==> src/inc/phy_regs_defs.svh <==
// Offsets, field positions, reset values and codes of the management register block.
// Assumes nothing beyond a SystemVerilog compiler; holds definitions only.
`ifndef PHY_REGS_DEFS_SVH
`define PHY_REGS_DEFS_SVH

`define ADDR_AUX_SHADOW      16'hFFF8
`define ADDR_STATUS_SUMMARY  16'hFFF9
`define ADDR_SECOND_SHADOW   16'hFFFC

`define SEL_AUX_CTL          3'h0
`define SEL_POWER_CTL        3'h2
`define SEL_MISC_TEST        3'h4
`define SEL_MISC_CTL         3'h7

`define SEL2_SPARE_CTL2      5'h04
`define SEL2_AUTO_PWRDN      5'h0A

`define BIT_WRITE_EN         15
`define BIT_PKT_RX_MODE      11
`define BIT_FORCE_XOVER      9
`define BIT_DOWNGRADE_EN     4

`define RST_AUX_CTL          13'h0880
`define RST_POWER_CTL        13'h0000
`define RST_MISC_TEST        13'h0000
`define RST_MISC_UPPER       9'h002
`define RST_SPARE_CTL2       10'h000
`define RST_AUTO_PWRDN       10'h001

`define MIN_ATTEMPTS         4'h2

`define HREG_ADDR            8'h00
`define HREG_WDATA           8'h04
`define HREG_CTRL            8'h08
`define HREG_STATUS          8'h0C

`endif

==> src/inc/phy_regs_pkg.sv <==
// Types shared by both ends of the management link.
// Assumes the defines header is compiled alongside.
package phy_regs_pkg;
  typedef logic [15:0] mgmt_word_t;
  typedef logic [2:0]  common_mode_t;
  typedef enum logic [1:0] {
    ST_IDLE = 2'b00,
    ST_WAIT = 2'b01
  } station_state_t;
endpackage

==> src/inc/mgmt_if.sv <==
// Management link between the station controller and the register block.
// Assumes one shared clock; a request stands until acknowledged.
`timescale 1ns/100ps
interface mgmt_if;
  import phy_regs_pkg::*;
  logic       req;
  logic       we;
  mgmt_word_t addr;
  mgmt_word_t wdata;
  logic       ack;
  mgmt_word_t rdata;
  modport dev (input req, we, addr, wdata, output ack, rdata);
  modport sta (output req, we, addr, wdata, input ack, rdata);
endinterface

==> src/logic/phy_mgmt_regs.sv <==
// Shadow control and status summary registers of the 1000/100 section.
// Assumes negotiation event inputs are single-cycle pulses on i_clk.
//
// Our own choice: the AHB-Lite slave port.
`timescale 1ns/100ps
`include "phy_regs_defs.svh"
////////////////////////////////////////////////////////////////////////////////
// Summary of operation
// RQ1: Bit 15 gates writes to bits 11:3.
// RQ2: Read selector always written, picks 18h read.
// RQ3: Low bits pick shadow; reserved codes unused.
// RQ4: Bit 11 chooses receive or transmit counting.
// RQ5: Bit 9 keeps crossover on without negotiation.
// RQ6: Downgrade advertisement after programmed failed attempts.
// RQ7: Downgrade off advertises programmed abilities exactly.
// RQ8: Bit 15 shows negotiation complete.
// RQ9: Bits 14:11 latch negotiation state entries.
// RQ10: Resolved mode field encodes agreed speed.
// RQ11: Mode reads zero until negotiation completes.
// RQ12: Forced mode shown unless crossover bit set.
// RQ13: Bit 7 latches parallel detection fault.
// RQ14: Bit 6 follows partner remote fault live.
// RQ15: Bit 5 latches new page received.
// RQ16: Bits 4,3 show partner abilities.
// RQ17: Bit 2 shows link pass state.
// RQ18: Bits 1:0 pause resolution, valid when complete.
// RQ19: Second address: selector 14:10, bit 15 gates.
// RQ20: Write selector first, next read returns shadow.
// RQ21: Codes 00100 spare control, 01010 power-down.
// RQ22: Controller preserves reserved bits by read-modify-write; the station only sends the whole word software wrote.
// RQ23: Retry field gives two to nine attempts.
// RQ24: Latched bits clear on read, event wins.
module phy_mgmt_regs (
  input  wire logic                        i_clk,
  input  wire logic                        i_rst,
  mgmt_if.dev                              mgmt,
  input  wire logic                        i_an_enabled,
  input  wire logic                        i_an_complete,
  input  wire logic [3:0]                  i_state_enter,
  input  wire phy_regs_pkg::common_mode_t  i_agreed_mode,
  input  wire phy_regs_pkg::common_mode_t  i_manual_mode,
  input  wire logic                        i_pd_fault,
  input  wire logic                        i_remote_fault,
  input  wire logic                        i_page_received,
  input  wire logic                        i_lp_an_able,
  input  wire logic                        i_lp_np_able,
  input  wire logic                        i_link_pass,
  input  wire logic                        i_pause_rx,
  input  wire logic                        i_pause_tx,
  input  wire logic                        i_attempt_failed,
  input  wire logic                        i_adv_1000,
  input  wire logic                        i_adv_100tx,
  output logic                             o_count_rx_packets,
  output logic                             o_auto_crossover_en,
  output logic                             o_adv_1000,
  output logic                             o_adv_100tx,
  output logic                             o_auto_pwrdn_en
);
  import phy_regs_pkg::*;

  logic [12:0]  aux_ctl;
  logic [12:0]  power_ctl;
  logic [12:0]  misc_test;
  logic [2:0]   read_sel;
  logic [8:0]   misc_upper;
  logic [4:0]   sel2;
  logic [9:0]   spare_ctl2;
  logic [9:0]   auto_pwrdn;
  logic [3:0]   state_lat;
  logic         pd_fault_lat;
  logic         page_lat;
  logic [3:0]   fail_count;
  logic [1:0]   downgrade_step;
  logic         take;
  logic         wr;
  logic         rd_status;
  mgmt_word_t   status_word;
  mgmt_word_t   next_rdata;
  common_mode_t shown_mode;

  //////////////////////////////////////////////////////////////////////////////
  // One request is taken per handshake; the ack cycle itself never takes one.
  assign take      = mgmt.req && !mgmt.ack;
  assign wr        = take && mgmt.we;
  assign rd_status = take && !mgmt.we && (mgmt.addr == `ADDR_STATUS_SUMMARY);

  //////////////////////////////////////////////////////////////////////////////
  // Aux shadow writes at FFF8.
  always_ff @(posedge i_clk or posedge i_rst) begin
    if (i_rst) begin
      aux_ctl    <= `RST_AUX_CTL;
      power_ctl  <= `RST_POWER_CTL;
      misc_test  <= `RST_MISC_TEST;
      read_sel   <= 3'h0;
      misc_upper <= `RST_MISC_UPPER;
    end else if (wr && mgmt.addr == `ADDR_AUX_SHADOW) begin
      unique case (mgmt.wdata[2:0]) // RQ3
        `SEL_AUX_CTL:   aux_ctl   <= mgmt.wdata[15:3];
        `SEL_POWER_CTL: power_ctl <= mgmt.wdata[15:3];
        `SEL_MISC_TEST: misc_test <= mgmt.wdata[15:3];
        `SEL_MISC_CTL: begin
          read_sel <= mgmt.wdata[14:12]; // RQ2
          if (mgmt.wdata[`BIT_WRITE_EN]) begin
            misc_upper <= mgmt.wdata[11:3]; // RQ1
          end
        end
        default: ; // Reserved codes are ignored.
      endcase
    end
  end

  //////////////////////////////////////////////////////////////////////////////
  // Second shadow address FFFC.
  always_ff @(posedge i_clk or posedge i_rst) begin
    if (i_rst) begin
      sel2       <= `SEL2_SPARE_CTL2;
      spare_ctl2 <= `RST_SPARE_CTL2;
      auto_pwrdn <= `RST_AUTO_PWRDN;
    end else if (wr && mgmt.addr == `ADDR_SECOND_SHADOW) begin
      sel2 <= mgmt.wdata[14:10]; // RQ19 RQ20
      if (mgmt.wdata[`BIT_WRITE_EN]) begin
        if (mgmt.wdata[14:10] == `SEL2_SPARE_CTL2) begin
          spare_ctl2 <= mgmt.wdata[9:0]; // RQ21
        end
        if (mgmt.wdata[14:10] == `SEL2_AUTO_PWRDN) begin
          auto_pwrdn <= mgmt.wdata[9:0]; // RQ21
        end
      end
    end
  end

  //////////////////////////////////////////////////////////////////////////////
  // Misc control and auto power-down effects on the rest of the PHY.
  assign o_count_rx_packets  = misc_upper[`BIT_PKT_RX_MODE - 3]; // RQ4
  assign o_auto_crossover_en = i_an_enabled || misc_upper[`BIT_FORCE_XOVER - 3]; // RQ5
  assign o_auto_pwrdn_en     = auto_pwrdn[5];

  // Failed attempts are counted until the limit; the first downgrade drops gigabit,
  // the second drops 100TX. A good link restarts the sequence.
  always_ff @(posedge i_clk or posedge i_rst) begin
    if (i_rst) begin
      fail_count     <= 4'h0;
      downgrade_step <= 2'h0;
    end else if (!misc_upper[`BIT_DOWNGRADE_EN - 3] || i_link_pass) begin
      fail_count     <= 4'h0;
      downgrade_step <= 2'h0; // RQ7
    end else if (i_attempt_failed) begin
      if (fail_count + 4'h1 >= {1'b0, spare_ctl2[4:2]} + `MIN_ATTEMPTS) begin // RQ23
        fail_count <= 4'h0;
        if (downgrade_step != 2'h2) begin
          downgrade_step <= downgrade_step + 2'h1; // RQ6
        end
      end else begin
        fail_count <= fail_count + 4'h1;
      end
    end
  end

  assign o_adv_1000  = i_adv_1000 && (downgrade_step == 2'h0); // RQ6 RQ7
  assign o_adv_100tx = i_adv_100tx && (downgrade_step != 2'h2); // RQ6 RQ7

  //////////////////////////////////////////////////////////////////////////////
  // Latched status; a new event in the reading cycle survives the clear.
  always_ff @(posedge i_clk or posedge i_rst) begin
    if (i_rst) begin
      state_lat    <= 4'h0;
      pd_fault_lat <= 1'b0;
      page_lat     <= 1'b0;
    end else begin
      state_lat    <= i_state_enter | (rd_status ? 4'h0 : state_lat); // RQ9 RQ24
      pd_fault_lat <= i_pd_fault || (pd_fault_lat && !rd_status); // RQ13 RQ24
      page_lat     <= i_page_received || (page_lat && !rd_status); // RQ15 RQ24
    end
  end

  always_comb begin
    if (i_an_enabled) begin
      shown_mode = i_an_complete ? i_agreed_mode : 3'h0; // RQ10 RQ11
    end else begin
      shown_mode = misc_upper[`BIT_FORCE_XOVER - 3] ? 3'h0 : i_manual_mode; // RQ12
    end
  end

  assign status_word = {i_an_complete, state_lat, shown_mode, // RQ8
                        pd_fault_lat, i_remote_fault, page_lat, // RQ14
                        i_lp_an_able, i_lp_np_able, i_link_pass, // RQ16 RQ17
                        i_pause_rx, i_pause_tx}; // RQ18

  //////////////////////////////////////////////////////////////////////////////
  // Read path; the write-enable bits always read back as zero.
  always_comb begin
    next_rdata = 16'h0000;
    unique case (mgmt.addr)
      `ADDR_AUX_SHADOW: begin
        unique case (read_sel) // RQ2
          `SEL_POWER_CTL: next_rdata = {power_ctl, `SEL_POWER_CTL};
          `SEL_MISC_TEST: next_rdata = {misc_test, `SEL_MISC_TEST};
          `SEL_MISC_CTL:  next_rdata = {1'b0, read_sel, misc_upper, `SEL_MISC_CTL};
          default:        next_rdata = {aux_ctl, `SEL_AUX_CTL};
        endcase
      end
      `ADDR_STATUS_SUMMARY: next_rdata = status_word;
      `ADDR_SECOND_SHADOW: begin
        if (sel2 == `SEL2_SPARE_CTL2) begin
          next_rdata = {1'b0, sel2, spare_ctl2}; // RQ20
        end else if (sel2 == `SEL2_AUTO_PWRDN) begin
          next_rdata = {1'b0, sel2, auto_pwrdn}; // RQ20
        end else begin
          next_rdata = {1'b0, sel2, 10'h000};
        end
      end
      default: next_rdata = 16'h0000;
    endcase
  end

  always_ff @(posedge i_clk or posedge i_rst) begin
    if (i_rst) begin
      mgmt.ack   <= 1'b0;
      mgmt.rdata <= 16'h0000;
    end else begin
      mgmt.ack <= take;
      if (take && !mgmt.we) begin
        mgmt.rdata <= next_rdata;
      end
    end
  end
endmodule // phy_mgmt_regs

==> src/flat_wrapper.sv <==
// flat-port wrapper written by rule: the top's interface ports become plain ports
module phy_mgmt_regs_flat import phy_regs_pkg::*;
  (i_clk, i_rst, i_an_enabled, i_an_complete, i_state_enter, i_agreed_mode, i_manual_mode, i_pd_fault, i_remote_fault, i_page_received, i_lp_an_able, i_lp_np_able, i_link_pass, i_pause_rx, i_pause_tx, i_attempt_failed, i_adv_1000, i_adv_100tx, o_count_rx_packets, o_auto_crossover_en, o_adv_1000, o_adv_100tx, o_auto_pwrdn_en, mgmt_req, mgmt_we, mgmt_addr, mgmt_wdata, mgmt_ack, mgmt_rdata);
  mgmt_if mgmt_i ();
  input  wire logic i_clk;
  input  wire logic i_rst;
  input  wire logic i_an_enabled;
  input  wire logic i_an_complete;
  input  wire logic [3:0] i_state_enter;
  input  wire phy_regs_pkg::common_mode_t i_agreed_mode;
  input  wire phy_regs_pkg::common_mode_t i_manual_mode;
  input  wire logic i_pd_fault;
  input  wire logic i_remote_fault;
  input  wire logic i_page_received;
  input  wire logic i_lp_an_able;
  input  wire logic i_lp_np_able;
  input  wire logic i_link_pass;
  input  wire logic i_pause_rx;
  input  wire logic i_pause_tx;
  input  wire logic i_attempt_failed;
  input  wire logic i_adv_1000;
  input  wire logic i_adv_100tx;
  output logic o_count_rx_packets;
  output logic o_auto_crossover_en;
  output logic o_adv_1000;
  output logic o_adv_100tx;
  output logic o_auto_pwrdn_en;
  input wire logic [$bits(mgmt_i.req)-1:0] mgmt_req;
  input wire logic [$bits(mgmt_i.we)-1:0] mgmt_we;
  input wire logic [$bits(mgmt_i.addr)-1:0] mgmt_addr;
  input wire logic [$bits(mgmt_i.wdata)-1:0] mgmt_wdata;
  output wire logic [$bits(mgmt_i.ack)-1:0] mgmt_ack;
  output wire logic [$bits(mgmt_i.rdata)-1:0] mgmt_rdata;
  assign mgmt_i.req = mgmt_req;
  assign mgmt_i.we = mgmt_we;
  assign mgmt_i.addr = mgmt_addr;
  assign mgmt_i.wdata = mgmt_wdata;
  assign mgmt_ack = mgmt_i.ack;
  assign mgmt_rdata = mgmt_i.rdata;
  phy_mgmt_regs u_core (.i_clk(i_clk), .i_rst(i_rst), .mgmt(mgmt_i), .i_an_enabled(i_an_enabled), .i_an_complete(i_an_complete), .i_state_enter(i_state_enter), .i_agreed_mode(i_agreed_mode), .i_manual_mode(i_manual_mode), .i_pd_fault(i_pd_fault), .i_remote_fault(i_remote_fault), .i_page_received(i_page_received), .i_lp_an_able(i_lp_an_able), .i_lp_np_able(i_lp_np_able), .i_link_pass(i_link_pass), .i_pause_rx(i_pause_rx), .i_pause_tx(i_pause_tx), .i_attempt_failed(i_attempt_failed), .i_adv_1000(i_adv_1000), .i_adv_100tx(i_adv_100tx), .o_count_rx_packets(o_count_rx_packets), .o_auto_crossover_en(o_auto_crossover_en), .o_adv_1000(o_adv_1000), .o_adv_100tx(o_adv_100tx), .o_auto_pwrdn_en(o_auto_pwrdn_en));
endmodule
==> config.mk <==
export PLATFORM = sky130hd
export DESIGN_NAME = phy_mgmt_regs_flat
export DESIGN_NICKNAME = d
export VERILOG_FILES = /design/src/inc/phy_regs_pkg.sv /design/src/inc/mgmt_if.sv /design/src/logic/phy_mgmt_regs.sv /design/src/flat_wrapper.sv
export VERILOG_INCLUDE_DIRS = /design/src /design/src/inc
export SDC_FILE = /design/constraint.sdc
export NUM_CORES = 1
export LEC_CHECK = 0
export BUFFER_PORTS_ARGS = -buffer_cell sky130_fd_sc_hd__clkbuf_2
export CAP_MARGIN = 0
export CORE_MARGIN = 2
export CORE_UTILIZATION = 50
export CTS_CLUSTER_DIAMETER = 100
export DETAILED_ROUTE_END_ITERATION = 6
export GPL_ROUTABILITY_DRIVEN = 0
export PLACE_DENSITY = 0.72
export SETUP_SLACK_MARGIN = 0.05
export SYNTH_ARGS = -nofsm -noshare
export SYNTH_HDL_FRONTEND = slang
export SYNTH_SLANG_ARGS = --single-unit
==> constraint.sdc <==
create_clock -name i_clk -period 3.8 [get_ports i_clk]
set_clock_uncertainty 0.1 [all_clocks]
set_input_delay 0.38 -clock i_clk [delete_from_list [all_inputs] [get_ports i_clk]]
set_output_delay 0.38 -clock i_clk [all_outputs]
set_load 0.02 [all_outputs]
* After elaboration in Yosys (flattened, before gate mapping)
Index checks and enable logic that the tools add are counted. Widths: inputs -> output; s select.
Operators by class: add/sub/neg operators 3, $lt $le $gt $ge 1, eq/ne operators 14, muxes and demuxes 15, bitwise gates (word level) 1, reductions and logical operators 31
Operators with widths (number):
- $pmux 16 s3 | 2
- $eq 16x16->1 const B | 3
- $mux 10 | 2
- $mux 4 | 4
- $eq 3x3->1 const B | 4
- $reduce_and 3->1 | 4
- $eq 5x3->1 const B | 2
- $eq 5x4->1 const B | 2
- $logic_and 1x1->1 | 10
- $mux 3 | 3
- $mux 2 | 4
- $reduce_and 2->1 | 4
- $eq 3x2->1 const B | 2
- $reduce_bool 2->1 | 3
- $add 3x2->4 const B | 1
- $add 4x1->4 const B | 1
- $ge 4x4->1 | 1
- $logic_not 1->1 | 4
- $logic_or 1x1->1 | 4
- $or 4x4->4 | 1
- $logic_not 3->1 | 1
- $add 2x1->2 const B | 1
- $logic_not 2->1 | 1
- $ne 2x2->1 const B | 1
Storage, ports and cells: bits in registers 105, bits of input ports 59

* Logic depth before layout (Yosys ltp)
Gate-level depths: netlist of run 1.
word-level depth 7, depth in mapped cells 8, mapped depth without buffers 7

* Worst setup path after synthesis of run 1
No wires, ideal clock.
path kind reg-to-reg, start point register u_core.fail_count[0], end point register u_core.downgrade_step[1], setup time 122 ps, data arrival time 1866 ps, slack 1713 ps, stages on the path, launching flop included 7, buffers on the path 0, clock period less this slack 2087 ps, cell sequence dfrtp_1 -> ha_1 -> ha_1 -> a21o_1 -> a21o_1 -> a211o_1 -> a32o_1
Between the ends: word-level cells in the longest chain between the ends 4
Ends and longest elaborated chain:
- start: declaration | line phy_mgmt_regs.sv:72 | logic [3:0] fail_count;
- start signal: assignment | line phy_mgmt_regs.sv:154 | fail_count <= fail_count + 4'h1;
- $add 4x1->4 | line phy_mgmt_regs.sv:148 | if (fail_count + 4'h1 >= {1'b0, spare_ctl2[4:2]} + `MIN_ATTEMPTS) begin
- $ge 4x4->1 (no line)
- $reduce_bool 2->1 (no line)
- $reduce_and 3->1 (no line)
- end signal: assignment | line phy_mgmt_regs.sv:151 | downgrade_step <= downgrade_step + 2'h1;
- end: declaration | line phy_mgmt_regs.sv:73 | logic [1:0] downgrade_step;
No other way between the ends. A chain may end at the register's enable or synchronous reset.

* Worst setup path in the final report of run 1
start point register u_core.read_sel[2], end point register u_core.mgmt.rdata[3]
Between the ends: word-level cells in the longest chain between the ends 3
Ends and longest elaborated chain:
- start: declaration | line phy_mgmt_regs.sv:64 | logic [2:0] read_sel;
- start signal: assignment | line phy_mgmt_regs.sv:102 | read_sel <= mgmt.wdata[14:12];
- $eq 3x3->1 or $eq 3x2->1 (tied branches) | line phy_mgmt_regs.sv:195 | unique case (read_sel)
- $pmux 16 s3 * | line phy_mgmt_regs.sv:195
- $pmux 16 s3 * | line phy_mgmt_regs.sv:193 | unique case (mgmt.addr)
- end signal: assignment | line phy_mgmt_regs.sv:223 | mgmt.rdata <= next_rdata;
- end: declaration | line mgmt_if.sv:12 | modport dev (input req, we, addr, wdata, output ack, rdata);
Every way passes the cells marked *; elsewhere a longest branch is shown, timed or not.

==> reports/metrics.cfg, run 1 <==
[cts]
htreeDepth=3
cts_tree=yes
post_cts_buffers=0
cts_buffers=9
clk_latency_ns=0.37
cts.sinks=105
postCtsResizedCells=0
clock_path_buffers=2
clockRootBuffer=clkbuf_8
postCtsHoldBufs=0
clkTransAtPathRegs_ns=0.09

[detailed_routing]
drc=0
dr.first_iter.drc_count=288
vias=3787
avgViaCountPerCell=5.84
wl_per_cell_um=18.8
routed_wl_um=12200
firstDrtPassIters=5
ant_nets=0

[sta]
finalCriticalPeriod_ns=2.45
fmaxAchievable_mhz=408
worst_slew_pin_slew_ns=1.10
tns_ns=0
hold_viol=0
slew_viol_final=0
finalCritPeriodShare_pct=64.5
fin_ws_ns=1.35
slew_headroom_pct=26.4
rsz0062_at_grt=no
setup_viol=0
hold_slack_ns=0.0836

[pwr]
peakVddDrop_v=0.000148
p_per_area_nw_per_um2=329
total_power_mw=1.93
p_leak_nw=2.87

[synth]
synth.cell_area_um2=5150
synth_edf_count=0
ys_ff_latch=105
syn-instance-count=430
yosysWarnings=0
ys_seq_area_share_pct=51.1
synthFlopType=dfrtp_1
async_reset_ff_share_pct=100
syn-num-nets=497
ys_types=62
avgSynthCellArea_um2=12.0

[global_route]
gr-total-overflow=0
grt_pass1_vias=3762
grt_max_degree=91
grt_first_pass_wirelength_um=19900
track_usage_pct=22.8
antenna_found_initial=0

[worst_hold_path]
hold_class=input pin to flop
hold_depth=2
min_from=i_page_received
hold_end=u_core.page_lat

[final_layout]
register_area_um2=2630
drive_above_1_share_pct=38.4
layout_commonest_cell=dfrtp_1
n_fill_cell=840
layout.nets=576
final_area_um2=5860
area_growth_syn_to_layout_pct=13.8
antenna_cells=0
multi_input_area_um2=2410
layout_common_cells=dfrtp_1 (100), clkbuf_2 (80), mux2_2 (71)

[worst_setup_path]
rrSetupSlack_ns=1.35
startpoint_type=flop
slowest_delay_ns=0.63
r2r_end=u_core.mgmt.rdata[3]
required_ns=3.99
r2r-start=u_core.read_sel[2]
cp-end-kind=flop
critPathBufInv=0
cpLargestDelayFamily=compound AO/OA/AOI/OAI gates
cpMaxStageDelayCell=or3b_1
critPathKind=flop to flop
crit_arrival_ns=2.64
rr_worst_depth=6
path_cells=or3b_1 > o21ai_4 > nor2_1 > a2111oi_0 > a221oi_1 > o21ai_0
path_max_fanout=18

[run]
maxCapViolCount=0

[placed_design]
dpl_cell_area_um2=5670
hpwlAfterDp_um=8980
portBuffers=80
place_ws_ns=1.23

[floorplanning]
die_y_um=105
die_area_um2=11100
num_rows=37
core_um2=10100
num_io_pins=81
die_w_um=105
start_util_pct=50.8

[status]
status=finished clean

[layout make-up]
type                            instances  area share, %
Clock buffer                           12           2.65
Clock inverter                          3          0.683
Inverter                                9          0.619
Multi-Input combinational cell        302           41.1
Sequential cell                       105           44.9
Tap cell                              136           2.90
Timing Repair Buffer                   82           7.08
[cell usage after synthesis (all sizes together) (2+ instances only)]
library cell	count	share of area, %
dfrtp	100	49
mux2	74	16
nand2	37	2.7
nor2	28	2.5
o21ai	22	2.4
a21o	11	1.6
a221oi	11	1.9
a22o	11	1.9
o22ai	11	1.3
inv	9	0.66
ha	8	1.9
nand2b	8	1.1
buf	7	0.85
clkbuf	7	0.51
nor3	7	0.78
nand3	6	1.2
a21oi	5	0.49
a31oi	5	0.61
dfstp	5	2.6
nand4	5	1.4
nor2b	4	0.49
nor3b	4	0.80
a222oi	3	0.58
a22oi	3	0.44
a32oi	3	0.51
and3	3	0.39
nor4	3	0.78
o221a	3	0.66
o22a	3	0.51
or2	3	0.36
xor2	3	0.51
a2111oi	2	0.34
nand3b	2	0.29
o211ai	2	0.29
o21a	2	0.29
or3b	2	0.34
[metrics by stage]
| step | util [%] | std cells |
|---|---|---|
| after floorplan | - | 430 |
| after global placement | 55.9 | 634 |
| after detailed placement | 55.9 | 634 |
| after CTS | 57.8 | 649 |
| after global routing | 57.8 | 649 |
| final | 57.8 | 649 |
[metal layers]
metal / vias up / global-route usage, % / share of wire (%) / wire length [µm]
met1: 1882 / 33.2 / 47 / 5670
met2: 136 / 35.2 / 46 / 5660
li1: 1758 / - / - / -
met5: - / 0 / 0 / 0
met3: 11 / 3.71 / 5.6 / 683
met4: 0 / 7.42 / 1.5 / 180
[cell families (layout without fill, tap and decap cells)]
group,count (synthesis),after routing,share of synthesized area [%]
AO/OA/AOI/OAI,100,100,14.3
XOR/XNOR,4,4,0.680
adder cells (fa/ha/maj),8,8,1.94
buffers and inverters,23,106,2.02
flip-flops,105,105,51.1
multiplexers,74,74,16.2
AND/OR/NAND/NOR,116,116,13.8
[registers in the layout, summed over array words and instances, names as in the netlist, 5 cells and up]
| name | cells |
|---|---|
| u_core.misc_upper | 9 |
| u_core.mgmt.rdata | 16 |
| u_core.auto_pwrdn | 10 |
| u_core.sel2 | 5 |
| u_core.power_ctl | 13 |
| u_core.misc_test | 13 |
| u_core.spare_ctl2 | 10 |
| u_core.aux_ctl | 13 |
[worst reg2reg max path, delay by kind of cell (launching register included)]
kind | cells | cell delay (ns)
AO/OA/AOI/OAI | 4 | 0.99
flip-flops | 1 | 0.59
AND/OR/NAND/NOR | 2 | 0.70
[how the worst max path moves through the flow]
stage | from | to | slack [ns] | cells after the start
finish | u_core.read_sel[2] | u_core.mgmt.rdata[3] | 1.35 | 6
global route | u_core.read_sel[2] | u_core.mgmt.rdata[7] | 1.16 | 6
CTS | u_core.read_sel[2] | u_core.mgmt.rdata[7] | 1.43 | 6
detailed placement | mgmt_addr[7] | u_core.aux_ctl[9] | 1.23 | 6
global placement | mgmt_addr[7] | u_core.aux_ctl[2] | 1.31 | 6
floorplan | i_rst | u_core.auto_pwrdn[1] | 0.57 | 1
[report_power, final]
part / internal (mW) / switching [mW] / leakage (nW) / total (mW)
Sequential: 1.12 / 0.00142 / 1.40 / 1.12
Clock: 0.336 / 0.360 / 0.102 / 0.695
Combinational: 0.0355 / 0.0767 / 1.36 / 0.112
Total: 1.49 / 0.438 / 2.87 / 1.93
Note: power is estimated with default switching activity, not from simulation.
==> inputs of run 2 (changes only) <==
==> constraint.sdc (replaced) <==
create_clock -name i_clk -period 2.5 [get_ports i_clk]
set_clock_uncertainty 0.1 [all_clocks]
set_input_delay 0.25 -clock i_clk [delete_from_list [all_inputs] [get_ports i_clk]]
set_output_delay 0.25 -clock i_clk [all_outputs]
set_load 0.02 [all_outputs]
==> run 2 against run 1 <==
Hold slack got worse by 0.0065 ns. Power up 52%. Maximum frequency grew 7.9%. Critical path type unchanged. Worst setup slack got worse by 1.1 ns. Sequential share of layout area is 1.3 points lower. Final area rose by 3.0%. Global-route usage is 0.74 points higher. Largest cell class unchanged. Wire length grew 1.8%. Clock power is 50% higher. Die area did not move. Critical path depth stayed put. First-iteration DRC count decreased by 2.8%.
==> reports/metrics.cfg, run 2 (synthesized netlist as in run 1, its figures left out) <==
[status]
status=finished clean

[final_layout]
final_cell_count_no_fill=670  ; +3.2%
top_register=u_core.mgmt.rdata
layout_commonest_cell=dfrtp_1
antenna_cells=0  ; unchanged
n_fill_cell=811  ; -3.5%
layout.nets=596  ; +3.5%
register_area_um2=2630  ; unchanged
drive_above_1_share_pct=39.1  ; +0.74 points
largest_register_ffs=16  ; unchanged
layout_common_cells=dfrtp_1 (100), clkbuf_2 (80), mux2_2 (71)
area_growth_syn_to_layout_pct=17.2
multi_input_area_um2=2410  ; unchanged

[sta]
setup_viol=0  ; unchanged
fmaxAchievable_mhz=440  ; +7.9%
worst_slew_pin_slew_ns=0.801  ; -0.303 ns
rsz0062_at_grt=no
finalCriticalPeriod_ns=2.27  ; -0.180 ns
slew_headroom_pct=46.4  ; +20 points
finalCritPeriodShare_pct=90.8  ; +26 points
tns_ns=0  ; unchanged
hold_viol=0  ; unchanged
slew_viol_final=0  ; unchanged

[global_route]
top_usage_layer=met2
antenna_found_initial=0  ; unchanged
track_usage_pct=23.6  ; +0.74 points
grt_max_degree=36  ; -60%
grt_pass1_vias=3908  ; +3.9%
use_met3_pct=3.71  ; unchanged
gr-total-overflow=0  ; unchanged
grt_util_met1_pct=34.4  ; +1.2 points
grt_first_pass_wirelength_um=20600  ; +3.7%
grtUsageMet2_pct=37.1  ; +1.8 points

[worst_setup_path]
slowest_delay_ns=0.51  ; -0.12 ns
cp-end-kind=flop
r2r_end=u_core.mgmt.rdata[7]
startpoint_type=flop
cpMaxStageDelayCell=nand2_1
rr_worst_depth=6  ; unchanged
path_cells=nand2_1 > o22ai_1 > a2111oi_0 > buf_4 > a221oi_1 > o21ai_0
path_max_fanout=14  ; -4
critPathKind=flop to flop
r2r-start=u_core.read_sel[0]
crit_arrival_ns=2.44  ; -0.20 ns
rrSetupSlack_ns=0.23  ; -1.12 ns
required_ns=2.67  ; -1.32 ns

[floorplanning]
num_rows=37  ; unchanged
core_um2=10100  ; unchanged
die_w_um=105  ; unchanged
die_y_um=105  ; unchanged
num_io_pins=81  ; unchanged
start_util_pct=50.8  ; unchanged
die_area_um2=11100  ; unchanged

[pwr]
peakVddDrop_v=0.000340  ; +130%
comb_power_share_pct=6.3  ; +0.5 points
p_leak_nw=2.95  ; +2.7%
p_seq_share_pct=58.3  ; +0.2 points
p_int_mw=2.23  ; +50%
total_power_mw=2.92  ; +52%
netSwitchingFraction_pct=23.6  ; +0.84 points
p_per_area_nw_per_um2=484  ; +47%
p_sw_mw=0.689  ; +57%
pwr-share-clk_pct=35.4  ; -0.7 points

[placed_design]
portBuffers=80  ; unchanged
placedCellCount=647  ; +2.1%
hpwlAfterDp_um=9200  ; +2.4%

[cts]
clock_path_buffers=2  ; unchanged
clk_latency_ns=0.36  ; about the same
cts.sinks=105  ; unchanged
postCtsResizedCells=0  ; unchanged
clockRootBuffer=clkbuf_8
cts_tree=yes
clkTransAtPathRegs_ns=0.10  ; about the same
cts_buffers=9  ; unchanged
htreeDepth=3  ; unchanged

[run]
maxCapViolCount=0  ; unchanged

[detailed_routing]
ant_nets=0  ; unchanged
vias=3918  ; +3.5%
firstDrtPassIters=5  ; unchanged
wl_per_cell_um=18.5  ; -1.4%
routed_wl_um=12400  ; +1.8%
avgViaCountPerCell=5.85  ; +0.22%
drc=0  ; unchanged
dr.first_iter.drc_count=280  ; -2.8%

[worst_hold_path]
min_from=i_attempt_failed
hold_depth=2  ; unchanged
hold_end=u_core.fail_count[3]
hold_class=input pin to flop

[run 2: cell count changes in the layout (fill, tap and decap cells not counted), sizes merged]
cell / change
dlygate4sd3: +7
inv: -1
clkinv: -1
buf: +13
clkinvlp: +3
[run 2: power groups by stage]
stage	clock [mW]	sequential, mW	combinational [mW]
floorplan	0	1.74	0.0645
global placement	0	1.74	0.175
detailed placement	0	1.74	0.177
CTS	1.05	1.70	0.187
global route	1.12	1.70	0.204
finish	1.04	1.70	0.184
[run 2: worst max path at each step]
stage / slack (ns) / to / startpoint
after global placement: 0.32 / u_core.downgrade_step[1] / u_core.fail_count[0]
after CTS: 0.26 / u_core.downgrade_step[1] / u_core.fail_count[0]
after detailed placement: 0.28 / u_core.downgrade_step[1] / u_core.fail_count[0]
final: 0.23 / u_core.mgmt.rdata[7] / u_core.read_sel[0]
after floorplan: 0.41 / u_core.downgrade_step[1] / u_core.fail_count[0]
after global routing: 0.15 / u_core.downgrade_step[1] / u_core.fail_count[0]
[run 2: through the flow]
stage | cell area (µm²) | hold slack (ns) | setup slack, ns | utilization (%)
after floorplan | 5150 | 0.239 | 0.413 | -
after global placement | 5780 | 0.229 | 0.320 | 57.0
after detailed placement | 5780 | 0.244 | 0.283 | 57.0
after CTS | 6040 | 0.0690 | 0.262 | 59.6
after global routing | 6040 | 0.0737 | 0.154 | 59.6
final | 6040 | 0.0770 | 0.229 | 59.6
[run 2: worst max-delay path: cells and delay by family, from the launching register on]
kind | cells | cell delay (ns)
DFF | 1 | 0.48
buffers and inverters | 1 | 0.20
and+or+nand+nor | 1 | 0.51
AOI/OAI and AO/OA | 4 | 0.89
[run 2: area by class of cell]
| class | count | share of cell area, % |
|---|---|---|
| Sequential cell | 105 | 43.6 |
| Tap cell | 136 | 2.82 |
| Clock buffer | 12 | 2.24 |
| Multi-Input combinational cell | 302 | 40.0 |
| Timing Repair Buffer | 102 | 9.86 |
| Inverter | 9 | 0.622 |
| Clock inverter | 4 | 0.891 |
[run 2: per-layer routing]
metal,vias up,part of all wire (%),routed length [µm]
li1,1809,-,-
met1,1971,47,5860
met2,123,45,5650
met3,15,5.8,716
met4,0,1.5,187
met5,-,0,0
[run 2: repair_timing]
| action | CTS | global route |
|---|---|---|
| hold endpoints to repair | 25 | 0 |
| hold buffers | 7 | 0 |
| endpoints found under the setup margin | 0 | 0 |
| setup buffers | 0 | 0 |
